File: src/tod_defs.vh
// Register map, field positions, reset values and timing counts of the time-of-day block
`ifndef TOD_DEFS_VH
`define TOD_DEFS_VH

// Byte addresses of the 32-bit registers
`define TOD_ADDR_CTRL        32'h10001004
`define TOD_ADDR_SECONDS     32'h10001008
`define TOD_ADDR_FRACTION    32'h1000100C
`define TOD_ADDR_FRAC_ALARM  32'h10001010
`define TOD_ADDR_INT_STATUS  32'h10001014
`define TOD_ADDR_INT_MASK    32'h10001018

// Control/status fields
`define TOD_CTRL_FLAG_BIT    0
`define TOD_CTRL_IRQEN_BIT   1
`define TOD_CTRL_ON_BIT      2
`define TOD_CTRL_ON_RST      1'h0
`define TOD_CTRL_IRQEN_RST   1'h0
`define TOD_CTRL_FLAG_RST    1'h0

// Interrupt status and mask fields
`define TOD_INT_TICK_BIT     0
`define TOD_INT_ALARM_BIT    1
`define TOD_INT_WIDTH        2
`define TOD_INT_STATUS_RST   2'h0
`define TOD_INT_MASK_RST     2'h0

// Fraction counter: reference divided by 128 gives 256 Hz into eight bits
`define TOD_REF_HZ           32768
`define TOD_PRESCALE         128
`define TOD_PRESCALE_W       7
`define TOD_FRAC_W           8
`define TOD_FRAC_HZ          (`TOD_REF_HZ / `TOD_PRESCALE)
`define TOD_FRAC_ALL_ONES    8'hFF

`define TOD_DATA_W           32
`define TOD_ADDR_W           32
`define TOD_RD_IDLE          32'h00000000

`endif

File: src/tod_ref_sync.v
// Two-flop synchroniser for the slow reference clock pin with rising-edge pulse
`timescale 1ns/1ps
`include "tod_defs.vh"

module tod_ref_sync
(
    input  wire sys_clk,
    input  wire rstn,
    input  wire ce,
    input  wire ref_pin,
    output reg  ref_rise
);

    reg meta_reg;
    reg sync_reg;
    reg last_reg;

    always @(posedge sys_clk)
    begin
        if (!rstn)
        begin
            meta_reg <= 1'b0;
            sync_reg <= 1'b0;
            last_reg <= 1'b0;
            ref_rise <= 1'b0;
        end
        else if (ce)
        begin
            meta_reg <= ref_pin;
            sync_reg <= meta_reg;
            last_reg <= sync_reg;
            ref_rise <= sync_reg & ~last_reg;
        end
    end

endmodule

File: src/tod_frac_cnt.v
// Prescaler and eight-bit fraction-of-second counter with one-second carry
`timescale 1ns/1ps
`include "tod_defs.vh"

module tod_frac_cnt
#(
    parameter PRESCALE_W = `TOD_PRESCALE_W,
    parameter FRAC_W     = `TOD_FRAC_W
)
(
    input  wire              sys_clk,
    input  wire              ce,
    input  wire              ref_rise,
    input  wire              clear,
    input  wire              set_all,
    output reg  [FRAC_W-1:0] frac,
    output reg               carry
);

    reg [PRESCALE_W-1:0] pre_reg;

    // No reset at all: the count survives every reset but power-on, where it is undefined
    always @(posedge sys_clk)
    begin
        if (ce)
        begin
            carry <= 1'b0;
            if (clear)
            begin
                pre_reg <= {PRESCALE_W{1'b0}};
                frac    <= {FRAC_W{1'b0}};
            end
            else if (set_all)
            begin
                frac <= {FRAC_W{1'b1}};
            end
            else if (ref_rise)
            begin
                pre_reg <= pre_reg + {{(PRESCALE_W-1){1'b0}}, 1'b1};
                if (&pre_reg)
                begin
                    frac  <= frac + {{(FRAC_W-1){1'b0}}, 1'b1};
                    carry <= &frac;
                end
            end
        end
    end

endmodule

File: src/tod_top.v
// Time-of-day seconds counter, fraction snapshot and alarm control/status registers
// Operation
// alarm_on at 0 turns the alarm function off; at 1 turns it on.
// alarm_irq_enable at 0 blocks alarm_flag from the processor; 1 lets it interrupt. Only alarm_irq is gated; alarm events still reach irq.
// alarm_flag is read-only, 1 while alarm pending; any fraction_alarm_reg write clears it.
// Software uses only full 32-bit loads and stores on these registers.
// seconds_count_reg is 32-bit read/write, incremented on each one-second carry.
// Each seconds read copies the fraction counter into a holding buffer.
// Writing seconds loads the value and clears the fraction counter to zero.
// Seconds count survives watchdog and external-pin resets; only power-on disturbs it.
// After power-on the seconds count is undefined; software must write it first.
// Fraction reads return the holding buffer until seconds is read again.
// Eight-bit fraction counter runs at reference divided by 128; overflow is the carry.
// Alarm interrupt line is alarm_flag AND alarm_irq_enable.
//
// The implementer's own choice: strobed register access.
`timescale 1ns/1ps
`include "tod_defs.vh"

module tod_top
#(
    parameter DATA_W = `TOD_DATA_W,
    parameter ADDR_W = `TOD_ADDR_W,
    parameter FRAC_W = `TOD_FRAC_W
)
(
    input  wire              sys_clk,
    input  wire              rstn,
    input  wire              ce,
    input  wire [ADDR_W-1:0] addr,
    input  wire [DATA_W-1:0] wr_data,
    input  wire              wr_en,
    input  wire              rd_en,
    output reg  [DATA_W-1:0] rd_data,
    input  wire              slow_reference_clock,
    input  wire              alarm_match,
    output reg               alarm_active,
    output reg               alarm_irq,
    output reg               irq
);

    // Exact word match; byte-lane accesses are not supported by this port
    function hit;
        input [ADDR_W-1:0] a;
        input [ADDR_W-1:0] base;
        begin
            hit = (a == base);
        end
    endfunction

    wire sel_ctrl;
    wire sel_sec;
    wire sel_frac;
    wire sel_falarm;
    wire sel_ists;
    wire sel_imask;

    assign sel_ctrl   = hit(addr, `TOD_ADDR_CTRL);
    assign sel_sec    = hit(addr, `TOD_ADDR_SECONDS);
    assign sel_frac   = hit(addr, `TOD_ADDR_FRACTION);
    assign sel_falarm = hit(addr, `TOD_ADDR_FRAC_ALARM);
    assign sel_ists   = hit(addr, `TOD_ADDR_INT_STATUS);
    assign sel_imask  = hit(addr, `TOD_ADDR_INT_MASK);

    wire wr_ctrl;
    wire wr_sec;
    wire wr_frac;
    wire wr_falarm;
    wire wr_ists;
    wire wr_imask;
    wire rd_sec;

    assign wr_ctrl   = ce & wr_en & sel_ctrl;
    assign wr_sec    = ce & wr_en & sel_sec;
    assign wr_frac   = ce & wr_en & sel_frac;
    assign wr_falarm = ce & wr_en & sel_falarm;
    assign wr_ists   = ce & wr_en & sel_ists;
    assign wr_imask  = ce & wr_en & sel_imask;
    assign rd_sec    = ce & rd_en & sel_sec;

    reg               on_reg;
    reg               irqen_reg;
    reg               flag_reg;
    reg               flag_next;
    reg [DATA_W-1:0]  seconds_reg;
    reg [DATA_W-1:0]  seconds_next;
    reg [FRAC_W-1:0]  hold_reg;
    reg [`TOD_INT_WIDTH-1:0] ists_reg;
    reg [`TOD_INT_WIDTH-1:0] ists_next;
    reg [`TOD_INT_WIDTH-1:0] imask_reg;
    reg [DATA_W-1:0]  rd_next;
    reg               flag_rise_reg;

    wire              ref_rise;
    wire [FRAC_W-1:0] frac;
    wire              carry;

    tod_ref_sync u_sync
    (
        .sys_clk  (sys_clk),
        .rstn     (rstn),
        .ce       (ce),
        .ref_pin  (slow_reference_clock),
        .ref_rise (ref_rise)
    );

    tod_frac_cnt
    #(
        .PRESCALE_W (`TOD_PRESCALE_W),
        .FRAC_W     (FRAC_W)
    )
    u_frac
    (
        .sys_clk  (sys_clk),
        .ce       (ce),
        .ref_rise (ref_rise),
        .clear    (wr_sec),
        .set_all  (wr_frac),
        .frac     (frac),
        .carry    (carry)
    );

    // Alarm control bits
    always @(posedge sys_clk)
    begin
        if (!rstn)
        begin
            on_reg    <= `TOD_CTRL_ON_RST;
            irqen_reg <= `TOD_CTRL_IRQEN_RST;
        end
        else if (wr_ctrl)
        begin
            on_reg    <= wr_data[`TOD_CTRL_ON_BIT];
            irqen_reg <= wr_data[`TOD_CTRL_IRQEN_BIT];
        end
    end

    // A match in the same cycle as the clearing write still sets the flag
    always @*
    begin
        flag_next = flag_reg;
        if (wr_falarm)
        begin
            flag_next = 1'b0;
        end
        if (on_reg & alarm_match)
        begin
            flag_next = 1'b1;
        end
    end

    always @(posedge sys_clk)
    begin
        if (!rstn)
        begin
            flag_reg      <= `TOD_CTRL_FLAG_RST;
            flag_rise_reg <= 1'b0;
        end
        else if (ce)
        begin
            flag_reg      <= flag_next;
            flag_rise_reg <= flag_next & ~flag_reg;
        end
    end

    // Seconds count: deliberately outside rstn, so watchdog and pin resets keep it
    always @*
    begin
        seconds_next = seconds_reg;
        if (wr_sec)
        begin
            seconds_next = wr_data;
        end
        else if (carry)
        begin
            seconds_next = seconds_reg + {{(DATA_W-1){1'b0}}, 1'b1};
        end
    end

    always @(posedge sys_clk)
    begin
        if (ce)
        begin
            seconds_reg <= seconds_next;
        end
    end

    // Snapshot keeps seconds and fraction coherent across a rollover except while carry is high: old seconds with fraction 0
    always @(posedge sys_clk)
    begin
        if (rd_sec)
        begin
            hold_reg <= frac;
        end
    end

    // Sticky event bits, write one to clear, a new event wins over the clear
    always @*
    begin
        ists_next = ists_reg;
        if (wr_ists)
        begin
            ists_next = ists_reg & ~wr_data[`TOD_INT_WIDTH-1:0];
        end
        if (carry)
        begin
            ists_next[`TOD_INT_TICK_BIT] = 1'b1;
        end
        if (flag_rise_reg)
        begin
            ists_next[`TOD_INT_ALARM_BIT] = 1'b1;
        end
    end

    always @(posedge sys_clk)
    begin
        if (!rstn)
        begin
            ists_reg  <= `TOD_INT_STATUS_RST;
            imask_reg <= `TOD_INT_MASK_RST;
        end
        else if (ce)
        begin
            ists_reg <= ists_next;
            if (wr_imask)
            begin
                imask_reg <= wr_data[`TOD_INT_WIDTH-1:0];
            end
        end
    end

    // Read mux; unmapped addresses and the alarm compare register read as zero
    always @*
    begin
        rd_next = `TOD_RD_IDLE;
        if (sel_ctrl)
        begin
            rd_next[`TOD_CTRL_ON_BIT]    = on_reg;
            rd_next[`TOD_CTRL_IRQEN_BIT] = irqen_reg;
            rd_next[`TOD_CTRL_FLAG_BIT]  = flag_reg;
        end
        else if (sel_sec)
        begin
            rd_next = seconds_reg;
        end
        else if (sel_frac)
        begin
            rd_next[FRAC_W-1:0] = hold_reg;
        end
        else if (sel_ists)
        begin
            rd_next[`TOD_INT_WIDTH-1:0] = ists_reg;
        end
        else if (sel_imask)
        begin
            rd_next[`TOD_INT_WIDTH-1:0] = imask_reg;
        end
    end

    always @(posedge sys_clk)
    begin
        if (!rstn)
        begin
            rd_data <= `TOD_RD_IDLE;
        end
        else if (ce)
        begin
            if (rd_en)
            begin
                rd_data <= rd_next;
            end
            else
            begin
                rd_data <= `TOD_RD_IDLE;
            end
        end
    end

    // Outputs from flops; they follow their cause by one cycle
    always @(posedge sys_clk)
    begin
        if (!rstn)
        begin
            alarm_active <= 1'b0;
            alarm_irq    <= 1'b0;
            irq          <= 1'b0;
        end
        else if (ce)
        begin
            alarm_active <= on_reg;
            alarm_irq    <= flag_reg & irqen_reg;
            irq          <= |(ists_next & imask_reg);
        end
    end

endmodule

File: config.mk
export PLATFORM = sky130hd
export DESIGN_NAME = tod_top
export DESIGN_NICKNAME = d
export VERILOG_FILES = /design/src/tod_ref_sync.v /design/src/tod_frac_cnt.v /design/src/tod_top.v
export VERILOG_INCLUDE_DIRS = /design/src
export SDC_FILE = /design/constraint.sdc
export NUM_CORES = 1
export LEC_CHECK = 0
export BUFFER_PORTS_ARGS = -buffer_cell sky130_fd_sc_hd__buf_2
export CAP_MARGIN = 10
export CORE_ASPECT_RATIO = 1.5
export CORE_MARGIN = 1
export CORE_UTILIZATION = 25
export DETAILED_ROUTE_END_ITERATION = 12
export PLACE_DENSITY = 0.4
export SETUP_SLACK_MARGIN = 0.5
export SKIP_LAST_GASP = 1
export SYNTH_ARGS = -nofsm -noshare
export SYNTH_HDL_FRONTEND = slang
export SYNTH_SLANG_ARGS = --single-unit
File: constraint.sdc
create_clock -name sys_clk -period 2.85 [get_ports sys_clk]
set_input_delay 0.285 -clock sys_clk [delete_from_list [all_inputs] [get_ports sys_clk]]
set_output_delay 0.285 -clock sys_clk [all_outputs]
set_load 0.005 [all_outputs]
# Yosys cells after proc, flatten, opt, wreduce, memory -nomap -nowiden
# Index checks and enable logic that the tools add are counted.
[word_totals]
reg_bits = 103
latch_bits = 0
ram_bits = 0
mem_bits_ro = 0
out_inout_bits = 35
wordCells = 82
n_memories = 0
[op_classes]
n_addsub = 3
multipliers = 0
div_mod_pow = 0
magnitude_cmp = 0
eq_ne = 7
shifts = 0
muxes = 21
bitwise = 20
n_reduce_logical = 12
[ops]
columns = ["cell", "n"]
rows = [
  ["equality test 32 x 29 -> 1 bit (second input constant)", 6],
  ["two-way mux 32 bit", 3],
  ["adder 32 x 1 -> 32 bit (second input constant)", 1],
  ["two-way mux 8 bit", 4],
  ["two-way mux 29 bit", 1],
  ["two-way mux 24 bit", 1],
  ["two-way mux 7 bit", 2],
  ["AND 1 bit", 13],
  ["adder 8 x 1 -> 8 bit (second input constant)", 1],
  ["two-way mux 2 bit", 4],
  ["AND reduction 8 bit", 1],
  ["adder 7 x 1 -> 7 bit (second input constant)", 1],
  ["AND reduction 7 bit", 1],
  ["two-way mux 6 bit", 1],
  ["AND reduction 3 bit", 2],
  ["nonzero test 3 bit", 2],
  ["AND 2 bit", 2],
  ["two-way mux 1 bit", 4],
  ["NOT 1 bit", 4],
  ["AND reduction 2 bit", 2],
  ["nonzero test 2 bit", 2],
  ["OR reduction 4 bit", 1],
  ["two-way mux 3 bit", 1],
  ["inequality test 2 x 1 -> 1 bit (second input constant)", 1],
  ["other kinds (2)", 2],
]

# Logic depth before layout (Yosys ltp)
# Gate-level depths: netlist of run 1.
[logic_depth]
word_depth = 7
ltp_mapped = 8
ltp_nobuf = 6

# Modules after synthesis
# Synthesis of run 1 repeated with hierarchy kept, for this count alone.
[hier_totals]
cells_unflattened = 476
area_unflattened_um2 = 5067.4
[by_module_without_submodules]
columns = ["mod", "n_inst", "cells_per_inst", "area_each_um2"]
rows = [
  ["tod_top", 1, 389, 4096.4],
  ["tod_frac_cnt", 1, 74, 822.0],
  ["tod_ref_sync", 1, 13, 148.9],
]

# Worst setup path after synthesis of run 1
# No wires, ideal clock.
[synth_path]
kind = "input to register"
startpoint = "input addr[31]"
endpoint = "register seconds_reg[0], enable pin"
arrival_ns = 2.396
setup_slack_ns = 0.065
stages = 5
cell_sequence = "or4b_4 > or4_1 > buf_2 > clkbuf_1 > nand2_1"
[synth_between]
elab_chain_len = 4
[synth_lines]
columns = ["item", "line_no", "text"]
rows = [
  ["from (decl)", "tod_top.v:30", "input wire [ADDR_W-1:0] addr,"],
  ["equality test 32 x 29 -> 1 bit", "tod_top.v:47", "hit = (a == base);"],
  ["AND 1 bit", "tod_top.v:74", "assign wr_sec = ce & wr_en & sel_sec;"],
  ["nonzero test 2 bit (no line)", "n/a", ""],
  ["AND reduction 2 bit (no line)", "n/a", ""],
  ["to (signal assigned)", "tod_top.v:184", "seconds_reg <= seconds_next;"],
  ["to (decl)", "tod_top.v:85", "reg [DATA_W-1:0] seconds_reg;"],
]
# No other way between the ends.
# A chain may end at the register's enable or synchronous reset.

# Worst setup path after layout of run 1
[layout_path]
startpoint = "register seconds_reg[0]"
endpoint = "register seconds_reg[18] (data pin)"
[layout_between]
elab_chain_len = 3
[layout_lines]
columns = ["item", "line_no", "text"]
rows = [
  ["adder 32 x 1 -> 32 bit", "tod_top.v:176", "seconds_next = seconds_reg + {{(DATA_W-1){1'b0}}, 1'b1};"],
  ["two-way mux 32 bit", "tod_top.v:174", "else if (carry)"],
  ["two-way mux 32 bit", "tod_top.v:170", "if (wr_sec)"],
  ["named net seconds_next[18]", "tod_top.v:86", "reg [DATA_W-1:0] seconds_next;"],
]
# The timed path passes the listed nets, and every way through them passes these cells. The select of a mux whose other input is x is not followed.

==> results of run 1 <==
-- power by group through the flow --
stage	logic, uW	registers [uW]	clock network, uW
2_1_floorplan	79.4	1610	0
3_3_place_gp	173	1620	0
3_5_place_dp	174	1620	0
4_1_cts	175	1590	1330
5_1_grt	189	1590	1390
6_report	170	1590	1290
-- cell type report --
type | count | area (sq um)
Clock buffer | 11 | 254
Clock inverter | 5 | 55.1
Fill cell | 2058 | 13400
Inverter | 5 | 18.8
Multi-Input combinational cell | 371 | 2330
Sequential cell | 103 | 2620
Tap cell | 260 | 325
Timing Repair Buffer | 130 | 738
-- cells by family (layout without fill, tap and decap cells) --
family | Yosys count | count (layout) | share of synthesized area [%]
adder cells (fa/ha/maj) | 3 | 3 | 0.741
flip-flops | 103 | 103 | 51.7
AO/OA/AOI/OAI | 100 | 100 | 13.1
multiplexers | 12 | 12 | 2.49
XOR/XNOR | 39 | 39 | 6.74
buffers and inverters | 31 | 151 | 2.59
AND/OR/NAND/NOR | 217 | 217 | 22.6
-- placed cells by master (no fill, tap or decap), types with 3 or more instances in the layout --
cell / instances
buf_2: 105
edfxtp_1: 56
nor2_1: 52
a21oi_1: 47
dfxtp_1: 47
nand2_1: 45
nand3_1: 33
xor2_1: 26
a22o_1: 25
buf_4: 23
nand4_1: 22
nor2b_1: 13
xnor2_1: 13
nor3_1: 10
clkbuf_16: 10
a21boi_0: 9
mux2i_1: 7
nor4_2: 6
and3_1: 6
inv_1: 5
nor4_1: 5
o21ai_0: 5
mux2_2: 5
and2_1: 4
a21o_1: 4
and4_1: 3
nor4b_1: 3
nand2b_1: 3
ha_1: 3
-- worst max-delay path: stages (launching register included) --
cell and delay, ns:
edfxtp_1 0.45, ha_1 0.30, nand4_1 0.12, nor4_1 0.58, nor2b_1 0.25, xnor2_1 0.13, a21oi_1 0.08
-- stage by stage --
step	cells	setup WS (ns)	hold WS (ns)
2_1_floorplan	505	0.464	0.397
3_3_place_gp	869	0.366	0.456
3_5_place_dp	869	0.333	0.463
4_1_cts	885	0.697	0.199
5_1_grt	885	0.507	0.210
6_report	885	0.679	0.209
-- worst paths after layout --
check / cells after the start / endpoint / start / slack (ns)
setup / recovery: 6 / seconds_reg[18]$_DFFE_PP_ / seconds_reg[0]$_DFFE_PP_ / 0.68
hold / removal: 3 / u_sync.meta_reg$_SDFFE_PN0P_ / slow_reference_clock / 0.21
setup reg to reg: 6 / seconds_reg[18]$_DFFE_PP_ / seconds_reg[0]$_DFFE_PP_ / 0.68
hold reg to reg: 2 / alarm_irq$_SDFFE_PN0P_ / alarm_irq$_SDFFE_PN0P_ / 0.47
-- metal layers --
layer / up-vias / GRT usage, %
li1: 2090 / -
met1: 1949 / 15.6
met2: 95 / 26.8
met3: 10 / 2.07
met4: 0 / 4.49
met5: - / 0
==> out/metrics.cfg, run 1 <==
[floorplanning]
die_x_um = 118
rows = 63
fp.dieArea_sq_mm = 0.0209
coreArea_sq_mm = 0.0198
initial_utilization_pct = 25.6
io_pins = 106
die_h_um = 176

[worst_setup_path]
worst_setup_path_start_kind = flop
cp_max_fo = 5
cp-end-kind = flop
cp.arrival_ns = 2.25
cp.required_ns = 2.93
critPathKind = reg -> reg

[routing]
wirelength_um = 14100
vias_per_cell = 4.68
drtIter0Drc = 167
wl_per_cell_um = 15.9
wl_met3_um = 428
wl_met1_um = 5850
drtPass1Iterations = 4
met2_length_um = 7630
top_layer = met4
via_count = 4144
postRouteAntennaNets = 0
drc_errors = 0

[clocking]
cts-hold-fix-buffers = 0
clock_sinks = 103
clkLatencyLatePin_ns = 0.34
clock_path_buffers = 2
htree_num_levels = 3
path_clk_slew_ns = 0.07
post_cts_resized = 0
cts-buffers-inserted = 9
cts-root-buf = clkbuf_16
cts_tree = done
post_cts_buffers = 0

[pwr]
p_clk_share_pct = 42.3
p_sw_share_pct = 21.8
p_sw_uw = 664
p_leak_uw = 0.00239
ir_drop_v = 0.000264
power_frac_comb_pct = 5.6
power.internal_uw = 2380
finalPower_uw = 3040
powerDensity_mw_per_mm2 = 480
pwr-share-seq_pct = 52.1

[timing]
rsz0062_at_grt = false
timing.setup.tns_ns = 0
setup_viol = 0
fmax_ghz = 0.461
min_period_ns = 2.17
tightest_slew_ns = 0.735
slew_headroom_pct = 50.5
min_period_over_period_pct = 76.2
drv_slew = 0
hold_viol = 0
fin_skew_ns = 0.00489

[synthesis]
synth.distinct_cells = 47
yosys_warnings = 0
netlist_area_sq_mm = 0.00507
synthFlopType = edfxtp_1
synth_top_area_cell = edfxtp_1
ys_seq_elements = 103
netlist_instances = 505
seq_area_frac_synth_pct = 51.7
ys_async_sr_fraction_pct = 0
syn-num-nets = 579
yosysTopAreaCellShare_pct = 33.2
synth.avg_cell_area_sq_um = 10.0
synth.most_common_cell = edfxtp_1
synth_commonest_cells = edfxtp_1 (56), nor2_1 (52), a21oi_1 (47), dfxtp_1 (47), nand2_1 (46)
synth_edf_count = 56
synth.area.top_cells = edfxtp_1 (33%), dfxtp_1 (19%), a21oi_1 (4.6%)

[grt]
grt_usage_pct = 14.0
grt_pass1_wl_um = 22700
grt_pass1_vias = 4274
grt_max_degree = 35
antenna_found_initial = 0
grt-ovfl-total = 0

[job]
drv_cap = 0

[layout]
finalInstanceArea_sq_mm = 0.00634
diodes = 0
drive_above_1_share_pct = 25.9
final_core_util_pct = 32.0
area_growth_pct = 25.1
final_nets = 694

[placed_design]
portBuffers = 105
gp_congestion = 0.763
dpl.hpwl_um = 10800
place_area_sq_mm = 0.00603

[run_status]
status = completed

[hold_path]
min_path_type = in -> reg

Power figures use the tool's default switching activity.
==> run 2: changes to the inputs <==
Settings changed: ABC_AREA from default to 1, PLACE_DENSITY 0.4 to 0.38.
Clock period 2.85 ns to 2.2 ns, I/O delays scaled along.
==> out/metrics.cfg, run 2 <==
[run_status]
status = completed

[timing]
timing.setup.tns_ns = 0  ; unchanged
fin_skew_ns = 0.0135  ; +0.00860 ns
tightest_slew_ns = 0.571  ; -0.164 ns
setup_viol = 0  ; unchanged
slew_headroom_pct = 61.9  ; +11 points
hold_viol = 0  ; unchanged
drv_slew = 0  ; unchanged
rsz0062_at_grt = true
min_period_over_period_pct = 83.7  ; +7.5 points
fmax_ghz = 0.543  ; +18%
min_period_ns = 1.84  ; -0.330 ns

[synthesis]
synthFlopType = edfxtp_1
synth.avg_cell_area_sq_um = 8.03  ; -20%
synth_commonest_cells = nand2_1 (193), nor2_1 (81), edfxtp_1 (56)
synth_top_area_cell = edfxtp_1
ys_seq_elements = 103  ; unchanged
netlist_area_sq_mm = 0.00541  ; +6.7%
netlist_instances = 674  ; +33%
yosysTopAreaCellShare_pct = 31.1  ; -2.1 points
synth.distinct_cells = 37  ; -21%
synth_edf_count = 56  ; unchanged
ys_async_sr_fraction_pct = 0  ; unchanged
syn-num-nets = 748  ; +29%
seq_area_frac_synth_pct = 48.5  ; -3.3 points
yosys_warnings = 0  ; unchanged
synth.area.top_cells = edfxtp_1 (31%), dfxtp_1 (17%), nand2_1 (13%)
synth.most_common_cell = nand2_1

[grt]
grt_pass1_wl_um = 25600  ; +13%
antenna_found_initial = 0  ; unchanged
grt_usage_pct = 15.1  ; +1.1 points
grt_pass1_vias = 5076  ; +19%
grt-ovfl-total = 0  ; unchanged
grt_max_degree = 51  ; +46%

[pwr]
ir_drop_v = 0.000325  ; +23%
powerDensity_mw_per_mm2 = 546  ; +14%
p_leak_uw = 0.00298  ; +25%

[floorplanning]
die_h_um = 182  ; +3.3%
die_x_um = 122  ; +3.2%
rows = 65  ; +3.2%
initial_utilization_pct = 25.6  ; -0.038 points
fp.dieArea_sq_mm = 0.0222  ; +6.6%
coreArea_sq_mm = 0.0211  ; +6.9%
io_pins = 106  ; unchanged

[routing]
postRouteAntennaNets = 0  ; unchanged
vias_per_cell = 4.53  ; -3.2%
wl_per_cell_um = 15.0  ; -5.8%
drc_errors = 0  ; unchanged
wirelength_um = 16500  ; +17%
drtPass1Iterations = 4  ; unchanged
via_count = 4984  ; +20%
drtIter0Drc = 249  ; +49%

[hold_path]
worstHoldStart = slow_reference_clock
holdPathEnd = u_sync.meta_reg$_SDFFE_PN0P_
min_path_type = in -> reg
hold_depth = 3  ; unchanged

[worst_setup_path]
worst_setup_path_start_kind = flop
cp.required_ns = 2.30  ; -0.63 ns
r2r_end = seconds_reg[13]$_DFFE_PP_
ff2ff_path_depth = 10  ; +4
cp.arrival_ns = 1.94  ; -0.31 ns
cp_max_fo = 3  ; -2
cp-end-kind = flop
critPathKind = reg -> reg
r2r_slack_ns = 0.36  ; -0.32 ns
reg2reg_from = seconds_reg[1]$_DFFE_PP_

[layout]
final_nets = 901  ; +30%
seq_area_sq_mm = 0.00262  ; unchanged
finalInstanceArea_sq_mm = 0.00714  ; +13%
multi_input_area_sq_mm = 0.00269  ; +16%
area_growth_pct = 32.0
fillers = 2276  ; +11%
mostFrequentLayoutCell = nand2_1
diodes = 0  ; unchanged
mostFrequentLayoutCells = nand2_1 (186), buf_2 (105), nor2_1 (75)
drive_above_1_share_pct = 28.7  ; +2.8 points

[placed_design]
place_area_sq_mm = 0.00639  ; +6.0%
gp_congestion = 0.809  ; +6.0%
portBuffers = 105  ; unchanged
dpl.hpwl_um = 12300  ; +14%

[clocking]
cts-hold-fix-buffers = 0  ; unchanged
htree_num_levels = 3  ; unchanged
clock_sinks = 103  ; unchanged
clkLatencyLatePin_ns = 0.36  ; +0.02 ns
cts_tree = done
cts-buffers-inserted = 9  ; unchanged
clock_path_buffers = 2  ; unchanged
cts-root-buf = clkbuf_16
path_clk_slew_ns = 0.07  ; about the same

[job]
drv_cap = 0  ; unchanged

## run 2: cell families after synthesis
kind of cell	Yosys count	synth area share [%]
AOI/OAI and AO/OA	88	8.56
xor gates and xnor gates	38	6.15
adders and majority gates	3	0.694
buffers and inverters	76	5.67
and+or+nand+nor	366	30.4
DFF	103	48.5
## run 2: repair_timing
action	CTS	global route
pin swaps	14	20
setup endpoints to repair	24	37
gates resized for setup	18	25
setup buffers	26	13
gates cloned	0	0
## run 2: critical path: stages (launching register included)
cell and delay (ns):
edfxtp_1 0.41, buf_4 0.15, nand3_2 0.10, nor2_4 0.12
nand2_2 0.09, nor3_2 0.14, nand2_2 0.13, buf_4 0.16
buf_4 0.12, xor2_1 0.12, o21ai_1 0.07
## run 2: power breakdown
part | leakage (uW) | internal (uW) | total [uW] | switching (uW)
clock | 0.000136 | 784 | 1580 | 799
sequential | 0.000893 | 2040 | 2060 | 21.0
combinational | 0.00196 | 106 | 254 | 147
total | 0.00298 | 2930 | 3900 | 968
## run 2: final cells by class
class	count	area share [%]
Clock buffer	9	3.15
Clock inverter	7	0.806
Inverter	56	3.01
Multi-Input combinational cell	495	37.7
Sequential cell	103	36.7
Tap cell	268	4.70
Timing Repair Buffer	162	13.9
## run 2: worst max path at each step
stage / to / cells past startpoint / startpoint / slack (ns)
global route: seconds_reg[28]$_DFFE_PP_ / 10 / seconds_reg[15]$_DFFE_PP_ / 0.28
CTS: seconds_reg[24]$_DFFE_PP_ / 9 / seconds_reg[1]$_DFFE_PP_ / 0.32
floorplan: seconds_reg[28]$_DFFE_PP_ / 9 / seconds_reg[1]$_DFFE_PP_ / 0.46
finish: seconds_reg[13]$_DFFE_PP_ / 10 / seconds_reg[1]$_DFFE_PP_ / 0.36
detailed placement: u_frac.frac[5]$_SDFFCE_PP0P_ / 10 / addr[27] / 0.16
global placement: u_frac.frac[5]$_SDFFCE_PP0P_ / 10 / addr[25] / 0.12
## run 2: metal layers
metal | global-route usage (%) | routed length [um]
met5 | 0 | 0
met4 | 6.44 | 355
met3 | 2.28 | 572
met2 | 28.7 | 9060
met1 | 16.1 | 6470
## run 2: through the flow
stage	setup WS, ns	total power (uW)	util, %	cells	hold slack (ns)
detailed placement	0.155	2340	30.2	1045	0.452
floorplan	0.464	2210	-	674	0.318
global route	0.276	4050	33.8	1100	0.0887
global placement	0.119	2330	30.2	1045	0.449
finish	0.359	3900	33.8	1100	0.0962
CTS	0.323	3950	32.8	1087	0.0759
==> run 3: changes to the inputs <==
Clock period 2.2 ns to 1.8 ns, I/O delays scaled along.
==> out/metrics.cfg, run 3 (synthesis results as in run 2) <==
[worst_setup_path]
r2r_slack_ns = -0.01  ; -0.37 ns
r2r_end = seconds_reg[24]$_DFFE_PP_
cp-end-kind = flop
critPathKind = reg -> reg
cp_max_fo = 5  ; +2
worst_setup_path_start_kind = flop
worstPathCellList = ha_2 > nand3_2 > nor2_4 > nand4_4 > nor2_4 > nand4_1 > xnor2_1 > nand2_1 > nand2_1
cp.required_ns = 1.91  ; -0.39 ns
path_delay_family = simple AND/OR/NAND/NOR gates
cp.arrival_ns = 1.92  ; -0.02 ns
ff2ff_path_depth = 9  ; -1
crit_slowest_cell = edfxtp_1
path_buf_inv = 0  ; -3
reg2reg_from = seconds_reg[0]$_DFFE_PP_
cp_slowest_stage_delay_ns = 0.36  ; -0.05 ns

[floorplanning]
fp.dieArea_sq_mm = 0.0222  ; unchanged
die_h_um = 182  ; unchanged
io_pins = 106  ; unchanged
rows = 65  ; unchanged
die_x_um = 122  ; unchanged
coreArea_sq_mm = 0.0211  ; unchanged
initial_utilization_pct = 25.6  ; unchanged

[routing]
drc_errors = 0  ; unchanged
via_count = 5514  ; +11%
postRouteAntennaNets = 0  ; unchanged
vias_per_cell = 4.63  ; +2.3%
wl_per_cell_um = 16.3  ; +8.6%
drtPass1Iterations = 4  ; unchanged
drtIter0Drc = 187  ; -25%
wirelength_um = 19300  ; +17%

[layout]
mostFrequentLayoutCell = nand2_1
area_growth_pct = 69.2
mostFrequentLayoutCells = nand2_1 (147), buf_4 (103), buf_2 (91)
drive_above_1_share_pct = 51.3  ; +23 points
final_core_util_pct = 43.3  ; +9.5 points
final_nets = 992  ; +10%
diodes = 0  ; unchanged

[hold_path]
min_path_type = in -> reg
holdPathEnd = u_sync.meta_reg$_SDFFE_PN0P_
worstHoldStart = slow_reference_clock
hold_depth = 3  ; unchanged

[run_status]
status = finished, violations left
violations = setup timing

[timing]
drv_slew = 0  ; unchanged
min_period_ns = 1.81  ; -0.0288 ns
rsz0062_at_grt = true
fmax_ghz = 0.552  ; +1.6%
hold_viol = 0  ; unchanged
setup_viol = 1  ; +1
slew_headroom_pct = 65.1  ; +3.2 points
timing.final.ws_setup_ns = -0.0125  ; -0.371 ns
fin_skew_ns = 0.0103  ; -0.00319 ns
tightest_slew_ns = 0.521  ; -0.0499 ns
min_period_over_period_pct = 101  ; +17 points

[grt]
use_met1_pct = 17.5  ; +1.4 points
grt-ovfl-total = 0  ; unchanged
grt-busiest-layer = met2
grt_max_degree = 32  ; -37%
grt_pass1_wl_um = 29500  ; +15%
antenna_found_initial = 0  ; unchanged
grt_pass1_vias = 5655  ; +11%
grtUsageMet2_pct = 35.3  ; +6.7 points
grt_usage_pct = 17.7  ; +2.6 points
use_met3_pct = 2.56  ; +0.28 points

[clocking]
clkLatencyLatePin_ns = 0.36  ; about the same
clock_path_buffers = 2  ; unchanged
cts_tree = done
htree_num_levels = 3  ; unchanged
cts-root-buf = clkbuf_16
path_clk_slew_ns = 0.07  ; about the same
cts-buffers-inserted = 9  ; unchanged
clock_sinks = 103  ; unchanged

[placed_design]
portBuffers = 105  ; unchanged
gp_congestion = 0.822  ; +1.7%
dpl.hpwl_um = 13200  ; +7.5%

[pwr]
ir_drop_v = 0.000460  ; +42%
powerDensity_mw_per_mm2 = 549  ; +0.59%
p_leak_uw = 0.00393  ; +32%
finalPower_uw = 5020  ; +29%

[job]
drv_cap = 0  ; unchanged

## run 3: changes by cell type in the layout (fill, tap and decap cells not counted), sizes merged
cell | before | now
buf | 162 | 245
bufbuf | 0 | 3
clkbuf | 9 | 16
inv | 57 | 51
nand2 | 199 | 202
## run 3: layout make-up
class | count | area [sq um]
clock buffer | 14 | 307
clock inverter | 1 | 7.51
fill | 2154 | 12000
inverter | 56 | 273
multi-input combinational | 498 | 3450
sequential | 103 | 2620
tap | 268 | 335
timing repair buffer | 250 | 2160
## run 3: worst max-delay path by stage
| stage | startpoint | to | cells after the start |
|---|---|---|---|
| 6_report | seconds_reg[0]$_DFFE_PP_ | seconds_reg[24]$_DFFE_PP_ | 9 |
| 5_1_grt | seconds_reg[2]$_DFFE_PP_ | seconds_reg[25]$_DFFE_PP_ | 8 |
| 4_1_cts | seconds_reg[1]$_DFFE_PP_ | seconds_reg[24]$_DFFE_PP_ | 9 |
| 3_5_place_dp | seconds_reg[1]$_DFFE_PP_ | seconds_reg[29]$_DFFE_PP_ | 11 |
| 3_3_place_gp | seconds_reg[1]$_DFFE_PP_ | seconds_reg[29]$_DFFE_PP_ | 11 |
| 2_1_floorplan | seconds_reg[1]$_DFFE_PP_ | seconds_reg[28]$_DFFE_PP_ | 9 |
## run 3: where the power goes
group	leakage (uW)	internal, uW	switching (uW)
Sequential	0.000893	2490	24.6
Combinational	0.00288	187	237
Clock	0.000151	1180	903
Total	0.00393	3860	1160
## run 3: metrics by stage
stage	setup TNS [ns]	worst slack, ns	cell area, sq um	cells	hold slack [ns]
after global routing	-0.958	-0.104	9150	1190	0.0946
after global placement	-0.0199	-0.0199	7060	1103	0.422
after floorplan	0	0.0644	5690	674	0.278
after CTS	0	0.0482	8390	1165	0.0595
final	-0.0125	-0.0125	9150	1190	0.0666
after detailed placement	-0.834	-0.0324	7060	1103	0.433
## run 3: timing repair
item,CTS,global route
hold buffers,0,0
cloned,12,2
pin swaps,51,61
buffers inserted,35,23
gates resized for setup,113,147
setup endpoints to repair,130,136
## run 3: per-layer routing
metal | part of all wire [%] | vias to the layer above
met5 | 0 | -
met4 | 3.5 | 0
met3 | 2.8 | 39
met2 | 58 | 112
met1 | 36 | 2648
li1 | - | 2715
## run 3: worst reg2reg max path, delay by kind of cell, from the launching register on
family | cells | cell delay, ns
and+or+nand+nor | 7 | 0.87
DFF | 1 | 0.36
adders and majority gates | 1 | 0.20
xor gates and xnor gates | 1 | 0.15
